--- config.mk ---
export PLATFORM = sky130hd
export DESIGN_NAME = aocs_top
export DESIGN_NICKNAME = d
export VERILOG_FILES = /design/src/verilog/aocs_pkg.sv /design/src/verilog/aocs_top.sv
export SDC_FILE = /design/constraint.sdc
export NUM_CORES = 1
export LEC_CHECK = 0
export BUFFER_PORTS_ARGS = -buffer_cell sky130_fd_sc_hd__buf_2
export CAP_MARGIN = 0
export CORE_MARGIN = 3
export CORE_UTILIZATION = 35
export DETAILED_ROUTE_END_ITERATION = 6
export GPL_ROUTABILITY_DRIVEN = 0
export PLACE_DENSITY = 0.57
export SLEW_MARGIN = 20
export SYNTH_ARGS = -nofsm -noshare
export SYNTH_HDL_FRONTEND = slang
export SYNTH_SLANG_ARGS = --single-unit
--- constraint.sdc ---
create_clock -name clk_in -period 18.15 [get_ports clk_in]
set_input_delay 2.7225 -clock clk_in [delete_from_list [all_inputs] [get_ports clk_in]]
set_output_delay 2.7225 -clock clk_in [all_outputs]
set_load 0.005 [all_outputs]
--- src/verilog/aocs_pkg.sv ---
// package: selector codes, register map, timing constants and carriers
package aocs_pkg;

   // selector codes, in table order
   localparam logic [4:0] SEL_NONE         = 5'h00;
   localparam logic [4:0] SEL_FD_REF_MATCH = 5'h01;
   localparam logic [4:0] SEL_FD_REF_SETPT = 5'h02;
   localparam logic [4:0] SEL_FD_BAND      = 5'h03;
   localparam logic [4:0] SEL_FD_LEVEL     = 5'h04;
   localparam logic [4:0] SEL_FD_LEVEL_INV = 5'h05;
   localparam logic [4:0] SEL_LOAD_WARN    = 5'h06;
   localparam logic [4:0] SEL_DRIVE_OVL    = 5'h07;
   localparam logic [4:0] SEL_STALL        = 5'h08;
   localparam logic [4:0] SEL_DC_HIGH      = 5'h09;
   localparam logic [4:0] SEL_DC_LOW       = 5'h0a;
   localparam logic [4:0] SEL_HEATSINK     = 5'h0b;
   localparam logic [4:0] SEL_LOST_REF     = 5'h0c;
   localparam logic [4:0] SEL_RUN          = 5'h0d;
   localparam logic [4:0] SEL_STOP         = 5'h0e;
   localparam logic [4:0] SEL_STEADY       = 5'h0f;
   localparam logic [4:0] SEL_DRIVE_LINE   = 5'h10;
   localparam logic [4:0] SEL_UTIL_LINE    = 5'h11;
   localparam logic [4:0] SEL_RESYNC       = 5'h12;
   localparam logic [4:0] SEL_READY        = 5'h13;
   localparam logic [4:0] SEL_MULTI_MOTOR  = 5'h14;

   // register byte offsets
   localparam logic [7:0] OFS_SEL0      = 8'h00;
   localparam logic [7:0] OFS_SEL1      = 8'h04;
   localparam logic [7:0] OFS_SEL2      = 8'h08;
   localparam logic [7:0] OFS_SEL3      = 8'h0c;
   localparam logic [7:0] OFS_FDT_FREQ  = 8'h10;
   localparam logic [7:0] OFS_FDT_BW    = 8'h14;
   localparam logic [7:0] OFS_LW_LEVEL  = 8'h18;
   localparam logic [7:0] OFS_LW_TIME   = 8'h1c;
   localparam logic [7:0] OFS_APP_MODE  = 8'h20;
   localparam logic [7:0] OFS_STATUS    = 8'h24;

   // reset values
   localparam logic [4:0]  RST_SEL      = 5'h00;
   localparam logic [15:0] RST_WORD     = 16'h0000;
   localparam logic [3:0]  RST_APP_MODE = 4'h0;
   localparam logic [3:0]  APP_MMC      = 4'h1;   // multi-motor mode code

   // field positions in status register
   localparam int ST_CONTACT_LSB = 0;
   localparam int ST_TRIP_BIT    = 8;
   localparam int ST_OVL_BIT     = 9;

   // timing
   localparam int CLK_HZ          = 100_000_000;
   localparam int OVL_WARN_S      = 60;
   localparam int OVL_TRIP_S      = 60;   // further minute
   localparam int INTERLOCK_MS    = 500;
   localparam longint OVL_WARN_CYC  = longint'(OVL_WARN_S) * CLK_HZ;
   localparam longint OVL_TRIP_CYC  = longint'(OVL_TRIP_S) * CLK_HZ;
   localparam longint INTERLOCK_CYC = longint'(INTERLOCK_MS) * (CLK_HZ / 1000);
   localparam int LW_TIME_UNIT_CYC  = CLK_HZ / 10;   // load-warning time in 0.1 s
   localparam int OVL_PCT           = 110;

   // drive quantities carrier
   typedef struct packed {
      logic [15:0] ref_freq;
      logic [15:0] out_freq;
      logic [15:0] out_current;
      logic [15:0] rated_current;
   } aocs_meas_type;

   // drive status flags carrier
   typedef struct packed {
      logic accel;
      logic decel;
      logic stall;
      logic dc_over;
      logic dc_under;
      logic heatsink_hot;
      logic ref_lost;
      logic running;
      logic resync;
      logic ready;
      logic exchange;
   } aocs_flags_type;

endpackage : aocs_pkg

--- src/verilog/aocs_top.sv ---
// auxiliary contact output condition selector with axi4-lite registers
`timescale 1ns/1ps
module aocs_top #(
   parameter longint OVL_WARN_CYCLES  = aocs_pkg::OVL_WARN_CYC,
   parameter longint OVL_TRIP_CYCLES  = aocs_pkg::OVL_TRIP_CYC,
   parameter longint INTERLOCK_CYCLES = aocs_pkg::INTERLOCK_CYC,
   parameter int     LW_UNIT_CYCLES   = aocs_pkg::LW_TIME_UNIT_CYC
) (
   input  wire logic                     clk_in,
   input  wire logic                     rst_n_in,
   // axi4-lite slave
   input  wire logic [7:0]               s_axi_awaddr_in,
   input  wire logic                     s_axi_awvalid_in,
   output logic                          s_axi_awready_out,
   input  wire logic [31:0]              s_axi_wdata_in,
   input  wire logic [3:0]               s_axi_wstrb_in,
   input  wire logic                     s_axi_wvalid_in,
   output logic                          s_axi_wready_out,
   output logic [1:0]                    s_axi_bresp_out,
   output logic                          s_axi_bvalid_out,
   input  wire logic                     s_axi_bready_in,
   input  wire logic [7:0]               s_axi_araddr_in,
   input  wire logic                     s_axi_arvalid_in,
   output logic                          s_axi_arready_out,
   output logic [31:0]                   s_axi_rdata_out,
   output logic [1:0]                    s_axi_rresp_out,
   output logic                          s_axi_rvalid_out,
   input  wire logic                     s_axi_rready_in,
   // drive quantities and status, same clock domain
   input  wire aocs_pkg::aocs_meas_type  meas_in,
   input  wire aocs_pkg::aocs_flags_type flags_in,
   // contacts and trip
   output logic [3:0]                    aux_contact_out,
   output logic                          overload_trip_out,
   output logic                          output_cutoff_out
);

   ////////////////////////////////////////////////////////////////////////
   // registers
   logic [4:0]  sel_r [4];          // contact selectors
   logic [15:0] fdt_freq_r;         // detection setpoint
   logic [15:0] fdt_bw_r;           // detection bandwidth
   logic [15:0] load_warning_level; // current warning level
   logic [15:0] load_warning_time;  // 0.1 s units
   logic [3:0]  application_mode_setting;
   logic        wr_pend_r;          // write address taken
   logic        wd_pend_r;          // write data taken
   logic [7:0]  waddr_r;
   logic [31:0] wdata_r;
   logic [3:0]  wstrb_r;

   // helper: absolute difference
   function automatic logic [15:0] absdiff(input logic [15:0] a, input logic [15:0] b);
      absdiff = (a >= b) ? (a - b) : (b - a);
   endfunction

   // helper: byte-lane merge of 16-bit field
   function automatic logic [15:0] merge16(input logic [15:0] old, input logic [31:0] d,
                                          input logic [3:0] s);
      merge16 = {s[1] ? d[15:8] : old[15:8], s[0] ? d[7:0] : old[7:0]};
   endfunction

   ////////////////////////////////////////////////////////////////////////
   // frequency comparators, all every cycle
   wire [15:0] half_bw    = {1'b0, fdt_bw_r[15:1]};
   wire        fd_ref     = absdiff(meas_in.ref_freq, meas_in.out_freq) <= half_bw;
   wire        fd_setpt   = absdiff(meas_in.out_freq, fdt_freq_r) <= half_bw;
   wire        fd_both    = fd_ref && fd_setpt;
   wire [16:0] lo_edge    = {1'b0, fdt_freq_r} - {1'b0, half_bw};
   wire        lvl_acc    = meas_in.out_freq >= fdt_freq_r;
   wire        lvl_dec    = lo_edge[16] || ({1'b0, meas_in.out_freq} > lo_edge);
   logic       lvl_r;                                                                   // hysteresis state

   ////////////////////////////////////////////////////////////////////////
   // load and overload timing
   wire        lw_above  = meas_in.out_current >= load_warning_level;
   wire [31:0] ovl_lim   = 32'(meas_in.rated_current) * 32'(aocs_pkg::OVL_PCT);
   wire        ovl_above = (32'(meas_in.out_current) * 32'd100) > ovl_lim;
   logic [39:0] lw_cnt_r;
   logic [39:0] ovl_cnt_r;
   logic        lw_hit_r;
   logic        ovl_warn_r;
   wire [39:0]  lw_need = 40'(load_warning_time) * 40'(LW_UNIT_CYCLES);

   ////////////////////////////////////////////////////////////////////////
   // line exchange interlock
   typedef enum logic [2:0] {
      LX_DRIVE = 3'b001,    // drive line closed
      LX_GAP   = 3'b010,    // both open, waiting
      LX_UTIL  = 3'b100     // utility line closed
   } aocs_lx_type;
   aocs_lx_type lx_r;
   logic        lx_target_r;   // 1 = utility side wanted after gap
   logic [31:0] gap_cnt_r;
   wire         drive_line_select   = (lx_r == LX_DRIVE);
   wire         utility_line_select = (lx_r == LX_UTIL);

   ////////////////////////////////////////////////////////////////////////
   // condition vector indexed by selector code
   logic [31:0] cond;
   always_comb begin
      cond = 32'h0;
      cond[aocs_pkg::SEL_FD_REF_MATCH] = fd_ref;
      cond[aocs_pkg::SEL_FD_REF_SETPT] = fd_both;
      cond[aocs_pkg::SEL_FD_BAND]      = fd_setpt;
      cond[aocs_pkg::SEL_FD_LEVEL]     = lvl_r;
      cond[aocs_pkg::SEL_FD_LEVEL_INV] = ~lvl_r;
      cond[aocs_pkg::SEL_LOAD_WARN]    = lw_hit_r;
      cond[aocs_pkg::SEL_DRIVE_OVL]    = ovl_warn_r;
      cond[aocs_pkg::SEL_STALL]        = flags_in.stall;
      cond[aocs_pkg::SEL_DC_HIGH]      = flags_in.dc_over;
      cond[aocs_pkg::SEL_DC_LOW]       = flags_in.dc_under;
      cond[aocs_pkg::SEL_HEATSINK]     = flags_in.heatsink_hot;
      cond[aocs_pkg::SEL_LOST_REF]     = flags_in.ref_lost;
      cond[aocs_pkg::SEL_RUN]          = flags_in.running;
      cond[aocs_pkg::SEL_STOP]         = ~flags_in.running;
      cond[aocs_pkg::SEL_STEADY]       = flags_in.running & ~flags_in.accel
                                         & ~flags_in.decel;
      cond[aocs_pkg::SEL_DRIVE_LINE]   = drive_line_select;
      cond[aocs_pkg::SEL_UTIL_LINE]    = utility_line_select;
      cond[aocs_pkg::SEL_RESYNC]       = flags_in.resync;
      cond[aocs_pkg::SEL_READY]        = flags_in.ready;
      cond[aocs_pkg::SEL_MULTI_MOTOR]  = 1'b0;                                 // never set, so multi-motor mode holds every contact open
   end

   // effective selector: multi-motor mode overrides
   wire mmc_mode = (application_mode_setting == aocs_pkg::APP_MMC);

   ////////////////////////////////////////////////////////////////////////
   // contact outputs, one per selector
   genvar g;
   generate
      for (g = 0; g < 4; g++) begin : g_contact
         wire [4:0] eff_sel = mmc_mode ? aocs_pkg::SEL_MULTI_MOTOR : sel_r[g];
         wire       close   = (eff_sel != aocs_pkg::SEL_NONE) && cond[eff_sel];
         // registered contact
         always_ff @(posedge clk_in) begin
            if (!rst_n_in) begin
               aux_contact_out[g] <= 1'b0;
            end else begin
               aux_contact_out[g] <= close;
            end
         end
      end
   endgenerate

   ////////////////////////////////////////////////////////////////////////
   // level detect hysteresis: decel uses lower edge only, else upper edge sets
   always_ff @(posedge clk_in) begin
      if (!rst_n_in) begin
         lvl_r <= 1'b0;
      end else if (flags_in.decel) begin
         lvl_r <= lvl_r & lvl_dec;                 // stays while above low edge
      end else begin
         lvl_r <= lvl_acc | (lvl_r & lvl_dec);
      end
   end

   ////////////////////////////////////////////////////////////////////////
   // load warning timer
   always_ff @(posedge clk_in) begin
      if (!rst_n_in) begin
         lw_cnt_r <= 40'h0;
         lw_hit_r <= 1'b0;
      end else if (!lw_above) begin
         lw_cnt_r <= 40'h0;
         lw_hit_r <= 1'b0;
      end else begin
         if (lw_cnt_r < lw_need) begin
            lw_cnt_r <= lw_cnt_r + 40'h1;
         end
         lw_hit_r <= (lw_cnt_r >= lw_need);
      end
   end

   ////////////////////////////////////////////////////////////////////////
   // overload timer, warn then trip; trip latches until reset
   always_ff @(posedge clk_in) begin
      if (!rst_n_in) begin
         ovl_cnt_r         <= 40'h0;
         ovl_warn_r        <= 1'b0;
         overload_trip_out <= 1'b0;
         output_cutoff_out <= 1'b0;
      end else begin
         if (!ovl_above) begin
            ovl_cnt_r  <= 40'h0;
            ovl_warn_r <= 1'b0;
         end else begin
            if (ovl_cnt_r < 40'(OVL_WARN_CYCLES + OVL_TRIP_CYCLES)) begin
               ovl_cnt_r <= ovl_cnt_r + 40'h1;
            end
            ovl_warn_r <= (ovl_cnt_r >= 40'(OVL_WARN_CYCLES));
            if (ovl_cnt_r >= 40'(OVL_WARN_CYCLES + OVL_TRIP_CYCLES)) begin
               overload_trip_out <= 1'b1;
               output_cutoff_out <= 1'b1;
            end
         end
      end
   end

   ////////////////////////////////////////////////////////////////////////
   // line exchange: break before make with fixed gap
   always_ff @(posedge clk_in) begin
      if (!rst_n_in) begin
         lx_r        <= LX_DRIVE;
         lx_target_r <= 1'b0;
         gap_cnt_r   <= 32'h0;
      end else begin
         case (lx_r)
            LX_DRIVE: begin
               if (flags_in.exchange) begin
                  lx_r        <= LX_GAP;   // open first
                  lx_target_r <= 1'b1;
                  gap_cnt_r   <= 32'h0;
               end
            end
            LX_UTIL: begin
               if (!flags_in.exchange) begin
                  lx_r        <= LX_GAP;
                  lx_target_r <= 1'b0;
                  gap_cnt_r   <= 32'h0;
               end
            end
            LX_GAP: begin
               if (gap_cnt_r >= 32'(INTERLOCK_CYCLES - 1)) begin
                  lx_r <= lx_target_r ? LX_UTIL : LX_DRIVE;
               end else begin
                  gap_cnt_r <= gap_cnt_r + 32'h1;
               end
            end
            default: begin
               lx_r <= LX_GAP;
            end
         endcase
      end
   end

   ////////////////////////////////////////////////////////////////////////
   // axi4-lite write path: address and data in either order
   wire aw_hs   = s_axi_awvalid_in && s_axi_awready_out;
   wire w_hs    = s_axi_wvalid_in && s_axi_wready_out;
   wire have_a  = wr_pend_r || aw_hs;
   wire have_d  = wd_pend_r || w_hs;
   wire [7:0]  wa  = aw_hs ? s_axi_awaddr_in : waddr_r;
   wire [31:0] wd  = w_hs ? s_axi_wdata_in : wdata_r;
   wire [3:0]  ws  = w_hs ? s_axi_wstrb_in : wstrb_r;
   wire        do_wr = have_a && have_d && !s_axi_bvalid_out;
   wire        wr_ok = (wa[7:2] <= aocs_pkg::OFS_APP_MODE[7:2]);

   always_ff @(posedge clk_in) begin
      if (!rst_n_in) begin
         s_axi_awready_out <= 1'b1;
         s_axi_wready_out  <= 1'b1;
         s_axi_bvalid_out  <= 1'b0;
         s_axi_bresp_out   <= 2'h0;
         wr_pend_r <= 1'b0;
         wd_pend_r <= 1'b0;
         waddr_r   <= 8'h0;
         wdata_r   <= 32'h0;
         wstrb_r   <= 4'h0;
      end else begin
         if (aw_hs) begin
            waddr_r           <= s_axi_awaddr_in;
            s_axi_awready_out <= 1'b0;
         end
         if (w_hs) begin
            wdata_r          <= s_axi_wdata_in;
            wstrb_r          <= s_axi_wstrb_in;
            s_axi_wready_out <= 1'b0;
         end
         wr_pend_r <= have_a && !do_wr;
         wd_pend_r <= have_d && !do_wr;
         if (do_wr) begin
            s_axi_bvalid_out <= 1'b1;
            s_axi_bresp_out  <= wr_ok ? 2'h0 : 2'h2;   // slverr when unmapped or read-only
         end else if (s_axi_bvalid_out && s_axi_bready_in) begin
            s_axi_bvalid_out  <= 1'b0;
            s_axi_awready_out <= 1'b1;
            s_axi_wready_out  <= 1'b1;
         end
      end
   end

   // register storage
   always_ff @(posedge clk_in) begin
      if (!rst_n_in) begin
         for (int i = 0; i < 4; i++) begin
            sel_r[i] <= aocs_pkg::RST_SEL;
         end
         fdt_freq_r               <= aocs_pkg::RST_WORD;
         fdt_bw_r                 <= aocs_pkg::RST_WORD;
         load_warning_level       <= aocs_pkg::RST_WORD;
         load_warning_time        <= aocs_pkg::RST_WORD;
         application_mode_setting <= aocs_pkg::RST_APP_MODE;
      end else if (do_wr) begin
         case (wa[7:2])
            aocs_pkg::OFS_SEL0[7:2]:     if (ws[0]) sel_r[0] <= wd[4:0];
            aocs_pkg::OFS_SEL1[7:2]:     if (ws[0]) sel_r[1] <= wd[4:0];
            aocs_pkg::OFS_SEL2[7:2]:     if (ws[0]) sel_r[2] <= wd[4:0];
            aocs_pkg::OFS_SEL3[7:2]:     if (ws[0]) sel_r[3] <= wd[4:0];
            aocs_pkg::OFS_FDT_FREQ[7:2]: fdt_freq_r <= merge16(fdt_freq_r, wd, ws);
            aocs_pkg::OFS_FDT_BW[7:2]:   fdt_bw_r <= merge16(fdt_bw_r, wd, ws);
            aocs_pkg::OFS_LW_LEVEL[7:2]: load_warning_level <= merge16(load_warning_level, wd, ws);
            aocs_pkg::OFS_LW_TIME[7:2]:  load_warning_time <= merge16(load_warning_time, wd, ws);
            aocs_pkg::OFS_APP_MODE[7:2]: if (ws[0]) application_mode_setting <= wd[3:0];
            default: begin
            end
         endcase
      end
   end

   ////////////////////////////////////////////////////////////////////////
   // axi4-lite read path, one cycle answer
   wire [4:0] sel_rd = s_axi_araddr_in[3:2] == 2'h0 ? sel_r[0] :
                       s_axi_araddr_in[3:2] == 2'h1 ? sel_r[1] :
                       s_axi_araddr_in[3:2] == 2'h2 ? sel_r[2] : sel_r[3];
   logic [31:0] rd_mux;
   always_comb begin
      rd_mux = 32'h0;
      case (s_axi_araddr_in[7:2])
         aocs_pkg::OFS_SEL0[7:2], aocs_pkg::OFS_SEL1[7:2],
         aocs_pkg::OFS_SEL2[7:2], aocs_pkg::OFS_SEL3[7:2]: rd_mux = {27'h0, sel_rd};
         aocs_pkg::OFS_FDT_FREQ[7:2]: rd_mux = {16'h0, fdt_freq_r};
         aocs_pkg::OFS_FDT_BW[7:2]:   rd_mux = {16'h0, fdt_bw_r};
         aocs_pkg::OFS_LW_LEVEL[7:2]: rd_mux = {16'h0, load_warning_level};
         aocs_pkg::OFS_LW_TIME[7:2]:  rd_mux = {16'h0, load_warning_time};
         aocs_pkg::OFS_APP_MODE[7:2]: rd_mux = {28'h0, application_mode_setting};
         aocs_pkg::OFS_STATUS[7:2]: begin
            rd_mux[aocs_pkg::ST_CONTACT_LSB +: 4] = aux_contact_out;
            rd_mux[aocs_pkg::ST_TRIP_BIT]         = overload_trip_out;
            rd_mux[aocs_pkg::ST_OVL_BIT]          = ovl_warn_r;
         end
         default: rd_mux = 32'h0;
      endcase
   end
   wire rd_ok = (s_axi_araddr_in[7:2] <= aocs_pkg::OFS_STATUS[7:2]);

   always_ff @(posedge clk_in) begin
      if (!rst_n_in) begin
         s_axi_arready_out <= 1'b1;
         s_axi_rvalid_out  <= 1'b0;
         s_axi_rdata_out   <= 32'h0;
         s_axi_rresp_out   <= 2'h0;
      end else if (s_axi_arvalid_in && s_axi_arready_out) begin
         s_axi_arready_out <= 1'b0;
         s_axi_rvalid_out  <= 1'b1;
         s_axi_rdata_out   <= rd_mux;
         s_axi_rresp_out   <= rd_ok ? 2'h0 : 2'h2;
      end else if (s_axi_rvalid_out && s_axi_rready_in) begin
         s_axi_rvalid_out  <= 1'b0;
         s_axi_arready_out <= 1'b1;
      end
   end

endmodule // aocs_top

==> impl_metrics.tcl, run 1 <==
set metrics [dict create \
    outcome "finished clean" \
    tightestPinTransition_ns 1.047 \
    rsz0062_at_grt "false" \
    p_leak_nw 13.76 \
    syn_inst 3105 \
    hold_viol_final 0 \
    hpwl_mm 54.29 \
    cts_buffers 31 \
    numClockSinks 261 \
    antenna_found_initial 2 \
    setup_slack_ns 9.073 \
    drtIter0Drc 1129 \
    synth_seq_area_share 0.2051 \
    synth-seq-cells 261 \
    synth-simple-area-share 0.1579 \
    drc 0 \
    fmax_mhz 110.2 \
    critical_path.most_common_cell "fa_1" \
    fillers 7598 \
    avgRoutedWirePerCell_um 15.80 \
    num_io_pins 181 \
    die_area_sq_um 78900 \
    cp-start-kind "register" \
    synth_area_per_cell_sq_um 8.518 \
    slowest_stage "nor4_1" \
    grt_pass1_wl_mm 107.1 \
    cp-end-kind "register" \
    numPortBuffers 140 \
    most-common-layout-cells "442 x ha_1, 394 x inv_1, 298 x nor2_1, 241 x dfxtp_1, 187 x nand2_1" \
    synth_top_family_by_area "adder cells" \
    rows 100 \
    synthMuxAreaShare 0.04234 \
    synth_fa_ha_area_frac 0.3007 \
    die_w_um 280.9 \
    async_reset_ff_frac 0 \
    coreArea_sq_um 74700 \
    drive_gt1_frac 0.08803 \
    synth-xor-area-share 0.05762 \
    areaGrowthSynthToFinish_pct 10.09 \
    synth_edf_count 20 \
    setup_tns_ns 0 \
    post_drt_via_cell_ratio 5.071 \
    pre_cts_ws_ns 8.986 \
    crit_type "reg2reg" \
    synth_area_sq_um 26450 \
    p_total_mw 1.958 \
    htreeDepth 1 \
    setup_viol 0 \
    clockBufferDepth 3 \
    drt.antenna.violating_nets 0 \
    post-cts-setup-buffers 0 \
    route.vias.total 21271 \
    required_ns 18.66 \
    holdBufCountCts 0 \
    grt_use_total 0.1660 \
    overflow 0 \
    worstPathArrival_ns 9.59 \
    dr.pass1.iters 5 \
    crit_fanout 20 \
    ctsResizeCount 0 \
    fin_nets 3900 \
    cp_num_buf_inv 4 \
    diodes 0 \
    cts_tree "done" \
    grt_pass1_vias 20300 \
    finalClockSkew_ns 0.02361 \
    root_buffer "clkbuf_16" \
    start_util 0.3541 \
    path_delay_family "adder cells" \
    drt-total-wl_mm 66.28 \
    synth_top_flop_cell "dfxtp_1" \
    relSlewSlack 0.2823 \
    cp_slowest_stage_delay_ns 0.82 \
    layout_commonest_cell "ha_1" \
    grt_max_degree 68 \
    slew_viol_final 0 \
    p_per_area_nw_per_um2 67.26 \
    clk_latency_ns 0.58 \
    synth-compound-area-share 0.1617 \
    finalCriticalPeriod_ns 9.077 \
    yosys_warnings 0 \
    ir_drop_mv 0.05515 \
    period_share 0.5001 \
    clkSlewWorstSetupHoldPaths_ns 0.06 \
    die_h_um 280.9 \
    hold_path_class "reg2reg" \
    cap_violations 0 \
    hold_ws_ns 0.4257 \
    ys_types 83 \
]
-- worst paths after layout --
| path | startpoint | end | slack [ns] | depth (start not counted) |
|---|---|---|---|---|
| worst max-delay path | load_warning_time[14] | lw_cnt_r[30] | 9.07 | 30 |
| worst min-delay path | ovl_cnt_r[35] | ovl_cnt_r[35] | 0.43 | 2 |
| worst max register to register | load_warning_time[14] | lw_cnt_r[30] | 9.07 | 30 |
| worst min register to register | ovl_cnt_r[35] | ovl_cnt_r[35] | 0.43 | 2 |
-- registers in the layout, indices dropped and copies added, names as in the netlist, 2 cells and up --
name and flops:
lw_cnt_r 40, ovl_cnt_r 40, gap_cnt_r 32, sel_r 20, fdt_bw_r 16, fdt_freq_r 16
load_warning_level 16, load_warning_time 16, s_axi_rdata_out 16, wdata_r 16, waddr_r 6, application_mode_setting 4
aux_contact_out 4, lx_r 3, wstrb_r 2
-- worst register-to-register path, delay by kind of cell, from the launching register on --
family / cells / cell delay (ns)
AOI/OAI and AO/OA: 13 / 2.25
adders and majority gates: 8 / 3.68
buffers and inverters: 4 / 0.32
DFF: 1 / 0.58
and+or+nand+nor: 5 / 2.17
-- layer usage --
layer | up-vias | part of all wire | GRT usage
li1 | 10985 | - | -
met1 | 9854 | 0.49 | 0.2408
met2 | 358 | 0.45 | 0.2696
met3 | 72 | 0.039 | 0.01636
met4 | 2 | 0.019 | 0.02974
met5 | - | 0.00017 | 0
-- synth_stat cells (all sizes together), types with 17 or more instances --
library cell	n	area [sq um]
mux2i	41	410.4
nand2b	27	168.9
a21oi	183	915.9
mux2	17	191.4
fa	121	2422
xnor2	89	779.5
nor2b	29	181.4
or3	24	150.1
o211ai	22	178.9
edfxtp	20	600.6
nand2	187	701.9
nand3	76	380.4
nor2	299	1125
buf	31	198.9
mux4	23	518.0
inv	395	1483
clkbuf	77	290.3
and3	37	231.5
dfxtp	241	4825
a21o	79	593.1
o21a	23	173.9
xor2	85	744.5
o21bai	18	135.1
nand4	47	294.0
nor3	43	235.2
and2	37	231.5
ha	442	5530
o21ai	125	625.6
a22oi	18	135.1
a211oi	66	495.5
-- power breakdown --
part,internal [mW],switching (mW)
clock network,0.364,0.253
logic,0.325,0.414
registers,0.591,0.0118
-- kinds of logic (layout without fill, tap and decap cells) --
group                    count (synthesis)  in the layout
XOR/XNOR                               174            174
buffers and inverters                  503            607
AO/OA/AOI/OAI                          654            654
multiplexers                            81             81
adder cells (fa/ha/maj)                563            563
other                                    1             18
AND/OR/NAND/NOR                        868            868
flip-flops                             261            261
-- through the flow --
stage / utilization / cell area (sq um) / cells
after floorplan: - / 26510 / 3122
after global placement: 0.3761 / 28090 / 4139
after detailed placement: 0.3761 / 28090 / 4139
after CTS: 0.3898 / 29120 / 4195
after global routing: 0.3898 / 29120 / 4195
final: 0.3898 / 29120 / 4195
-- final cells by class --
type | count | area (sq um) | share of cell area
well taps | 969 | 1212 | 0.04164
clock inverters | 13 | 111.4 | 0.003825
flip-flops and latches | 261 | 5425 | 0.1863
clock buffers | 43 | 910.9 | 0.03128
inverters | 395 | 1483 | 0.05092
multi-input cells | 2358 | 19150 | 0.6578
repair buffers | 156 | 820.8 | 0.02819
Power figures use the tool's default switching activity.
==> run 2, diff against run 1 <==
ABC_AREA = 1   (was not set)
clock period = 8.42 ns   (was 18.15 ns; I/O delays follow)
==> run 2 against run 1 <==
Non-clock buffer count is 4 lower; sequential power increased by 120%; critical path depth is 2 higher; synthesized area rose by 6.6%; critical path type unchanged; die area grew 6.5%.
==> impl_metrics.tcl, run 2 <==
set metrics [dict create \
    yosysMostFrequentCell "nand2_1" \
    clkSlewWorstSetupHoldPaths_ns 0.06 \
    period_share 0.9084 \
    synth_top_family_by_area "adder cells" \
    hold_path_class "reg2reg" \
    synth_top_area_share 0.1961 \
    cp-start-kind "register" \
    synth-seq-cells 261 \
    slew_viol_final 0 \
    setup_slack_ns 0.7709 \
    layout_commonest_cell "nand2_1" \
    grt_max_degree 69 \
    drc 0 \
    crit_type "reg2reg" \
    route.vias.total 25680 \
    crit_fanout 33 \
    post_drt_via_cell_ratio 4.998 \
    areaGrowthSynthToFinish_pct 10.14 \
    p_leak_nw 14.90 \
    r2r-start "load_warning_time[14]" \
    synth-compound-area-share 0.1524 \
    die_w_um 289.9 \
    ys_types 63 \
    htreeDepth 1 \
    synth_top_cell_by_area "ha_1" \
    hold_viol_final 0 \
    synth_top_flop_cell "dfxtp_1" \
    worstHoldStart "ovl_cnt_r[34]" \
    cp_slowest_stage_delay_ns 0.56 \
    crit_path_start "load_warning_time[14]" \
    avgRoutedWirePerCell_um 15.83 \
    slowest_stage "dfxtp_1" \
    cap_violations 0 \
    relSlewSlack 0.3154 \
    overflow 0 \
    fin_nets 4764 \
    drtIter0Drc 1763 \
    synth_seq_area_share 0.1923 \
    rows 103 \
    numClockSinks 261 \
    yosys_warnings 0 \
    drt-total-wl_mm 81.36 \
    fillers 8493 \
    synth_area_sq_um 28210 \
    cts_buffers 30 \
    grt_pass1_wl_mm 130.9 \
    antenna_found_initial 2 \
    worstPathArrival_ns 8.17 \
    setup_viol 0 \
    reg_top3 "lw_cnt_r x40, ovl_cnt_r x40, gap_cnt_r x32" \
    synth-xor-area-share 0.05310 \
    p_per_area_nw_per_um2 144.5 \
    numPortBuffers 140 \
    finalCriticalPeriod_ns 7.649 \
    coreArea_sq_um 79390 \
    grt_pass1_vias 24504 \
    fmax_mhz 130.7 \
    most-common-layout-cells "774 x nand2_1, 683 x inv_1, 442 x ha_1, 363 x a21oi_1, 289 x nor2_1" \
    hpwl_mm 67.67 \
    cp-end-kind "register" \
    drive_gt1_frac 0.06998 \
    dr.pass1.iters 5 \
    finalClockSkew_ns 0.02622 \
    outcome "finished clean" \
    rsz0062_at_grt "false" \
    synth_area_per_cell_sq_um 7.143 \
    tightestPinTransition_ns 1.027 \
    synth_edf_count 20 \
    synth-simple-area-share 0.2093 \
    grt_use_total 0.1888 \
    num_io_pins 181 \
    cp_num_buf_inv 6 \
    clockBufferDepth 3 \
    root_buffer "clkbuf_16" \
    ctsResizeCount 0 \
    synth_fa_ha_area_frac 0.2820 \
    path_delay_family "adder cells" \
    synthMuxAreaShare 0.002174 \
    start_util 0.3553 \
    synth_common_cells "774 x nand2_1, 683 x inv_1, 442 x ha_1" \
    required_ns 8.94 \
    pre_cts_ws_ns 0.7641 \
    post-cts-setup-buffers 0 \
    syn_inst 3949 \
    die_area_sq_um 84030 \
    synth_area_leaders "ha_1 20%, dfxtp_1 17%, nand2_1 10%" \
    die_h_um 289.9 \
    cts_tree "done" \
    clk_latency_ns 0.61 \
    ir_drop_mv 0.1296 \
    setup_tns_ns 0 \
    drt.antenna.violating_nets 0 \
    async_reset_ff_frac 0 \
    holdBufCountCts 0 \
]
-- run 2: cell types whose count changed in the layout (fill, tap and decap cells not counted), sizes merged, moves of 34 or more --
cell	before	now
mux2i	41	5
and2	37	0
a211oi	66	19
and3	37	3
nor3	43	90
inv	399	706
nand2	187	783
xnor2	89	53
a21oi	183	370
o21ai	125	241
a21o	79	8
-- run 2: logic make-up after synthesis --
logic type,after synthesis
other,1
adder cells (fa/ha/maj),563
buffers and inverters,789
XOR/XNOR,171
AND/OR/NAND/NOR,1391
AO/OA/AOI/OAI,767
flip-flops,261
multiplexers,6
-- run 2: metal layers --
| metal | GRT usage | wire [um] | up-vias |
|---|---|---|---|
| met5 | 0 | 0 | - |
| met4 | 0.05016 | 2157 | 0 |
| met3 | 0.01975 | 4323 | 91 |
| met2 | 0.3057 | 35940 | 613 |
| met1 | 0.2674 | 38930 | 11818 |
| li1 | - | - | 13158 |
-- run 2: worst register-to-register path, delay by kind of cell (launching register included) --
| kind | cells | cell delay (ns) |
|---|---|---|
| compound gates | 5 | 0.82 |
| xor+xnor | 1 | 0.24 |
| fa+ha+maj | 8 | 3.58 |
| buf+inv | 6 | 0.91 |
| flops | 1 | 0.56 |
| simple gates | 12 | 1.47 |
-- run 2: report_power, final --
| group | total, mW | switching (mW) | internal, mW | leakage (nW) |
|---|---|---|---|---|
| registers | 1.30 | 0.0240 | 1.28 | 2.16 |
| clock network | 1.42 | 0.567 | 0.855 | 0.523 |
| logic | 1.76 | 1.11 | 0.654 | 12.2 |
| total | 4.49 | 1.70 | 2.79 | 14.9 |
-- run 2: path summary, 6_finish.rpt --
path,to,slack (ns),cells after the start
worst max-delay path,lw_cnt_r[4],0.77,32
worst min register to register,ovl_cnt_r[34],0.43,2
worst max register to register,lw_cnt_r[4],0.77,32
worst min-delay path,ovl_cnt_r[34],0.43,2
-- run 2: per-stage QoR --
step	hold slack [ns]	cells	utilization	total power [mW]	area [sq um]
5_1_grt	0.4367	5138	0.3913	4.860	31060
3_5_place_dp	0.4207	5085	0.3778	3.098	29990
6_report	0.4270	5138	0.3913	4.490	31060
4_1_cts	0.4303	5137	0.3913	4.549	31060
2_1_floorplan	0.4083	3966	-	2.634	28270
3_3_place_gp	0.4163	5085	0.3778	3.072	29990
-- run 2: layout make-up --
class | count | area [sq um] | area share
inverter | 706 | 2650 | 0.08531
multi-input combinational | 2916 | 19800 | 0.6373
timing repair buffer | 152 | 803.3 | 0.02586
clock inverter | 11 | 186.4 | 0.006001
antenna | 1 | 2.502 | 0.00008055
clock buffer | 41 | 884.6 | 0.02848
sequential | 261 | 5425 | 0.1746
tap | 1050 | 1314 | 0.04229
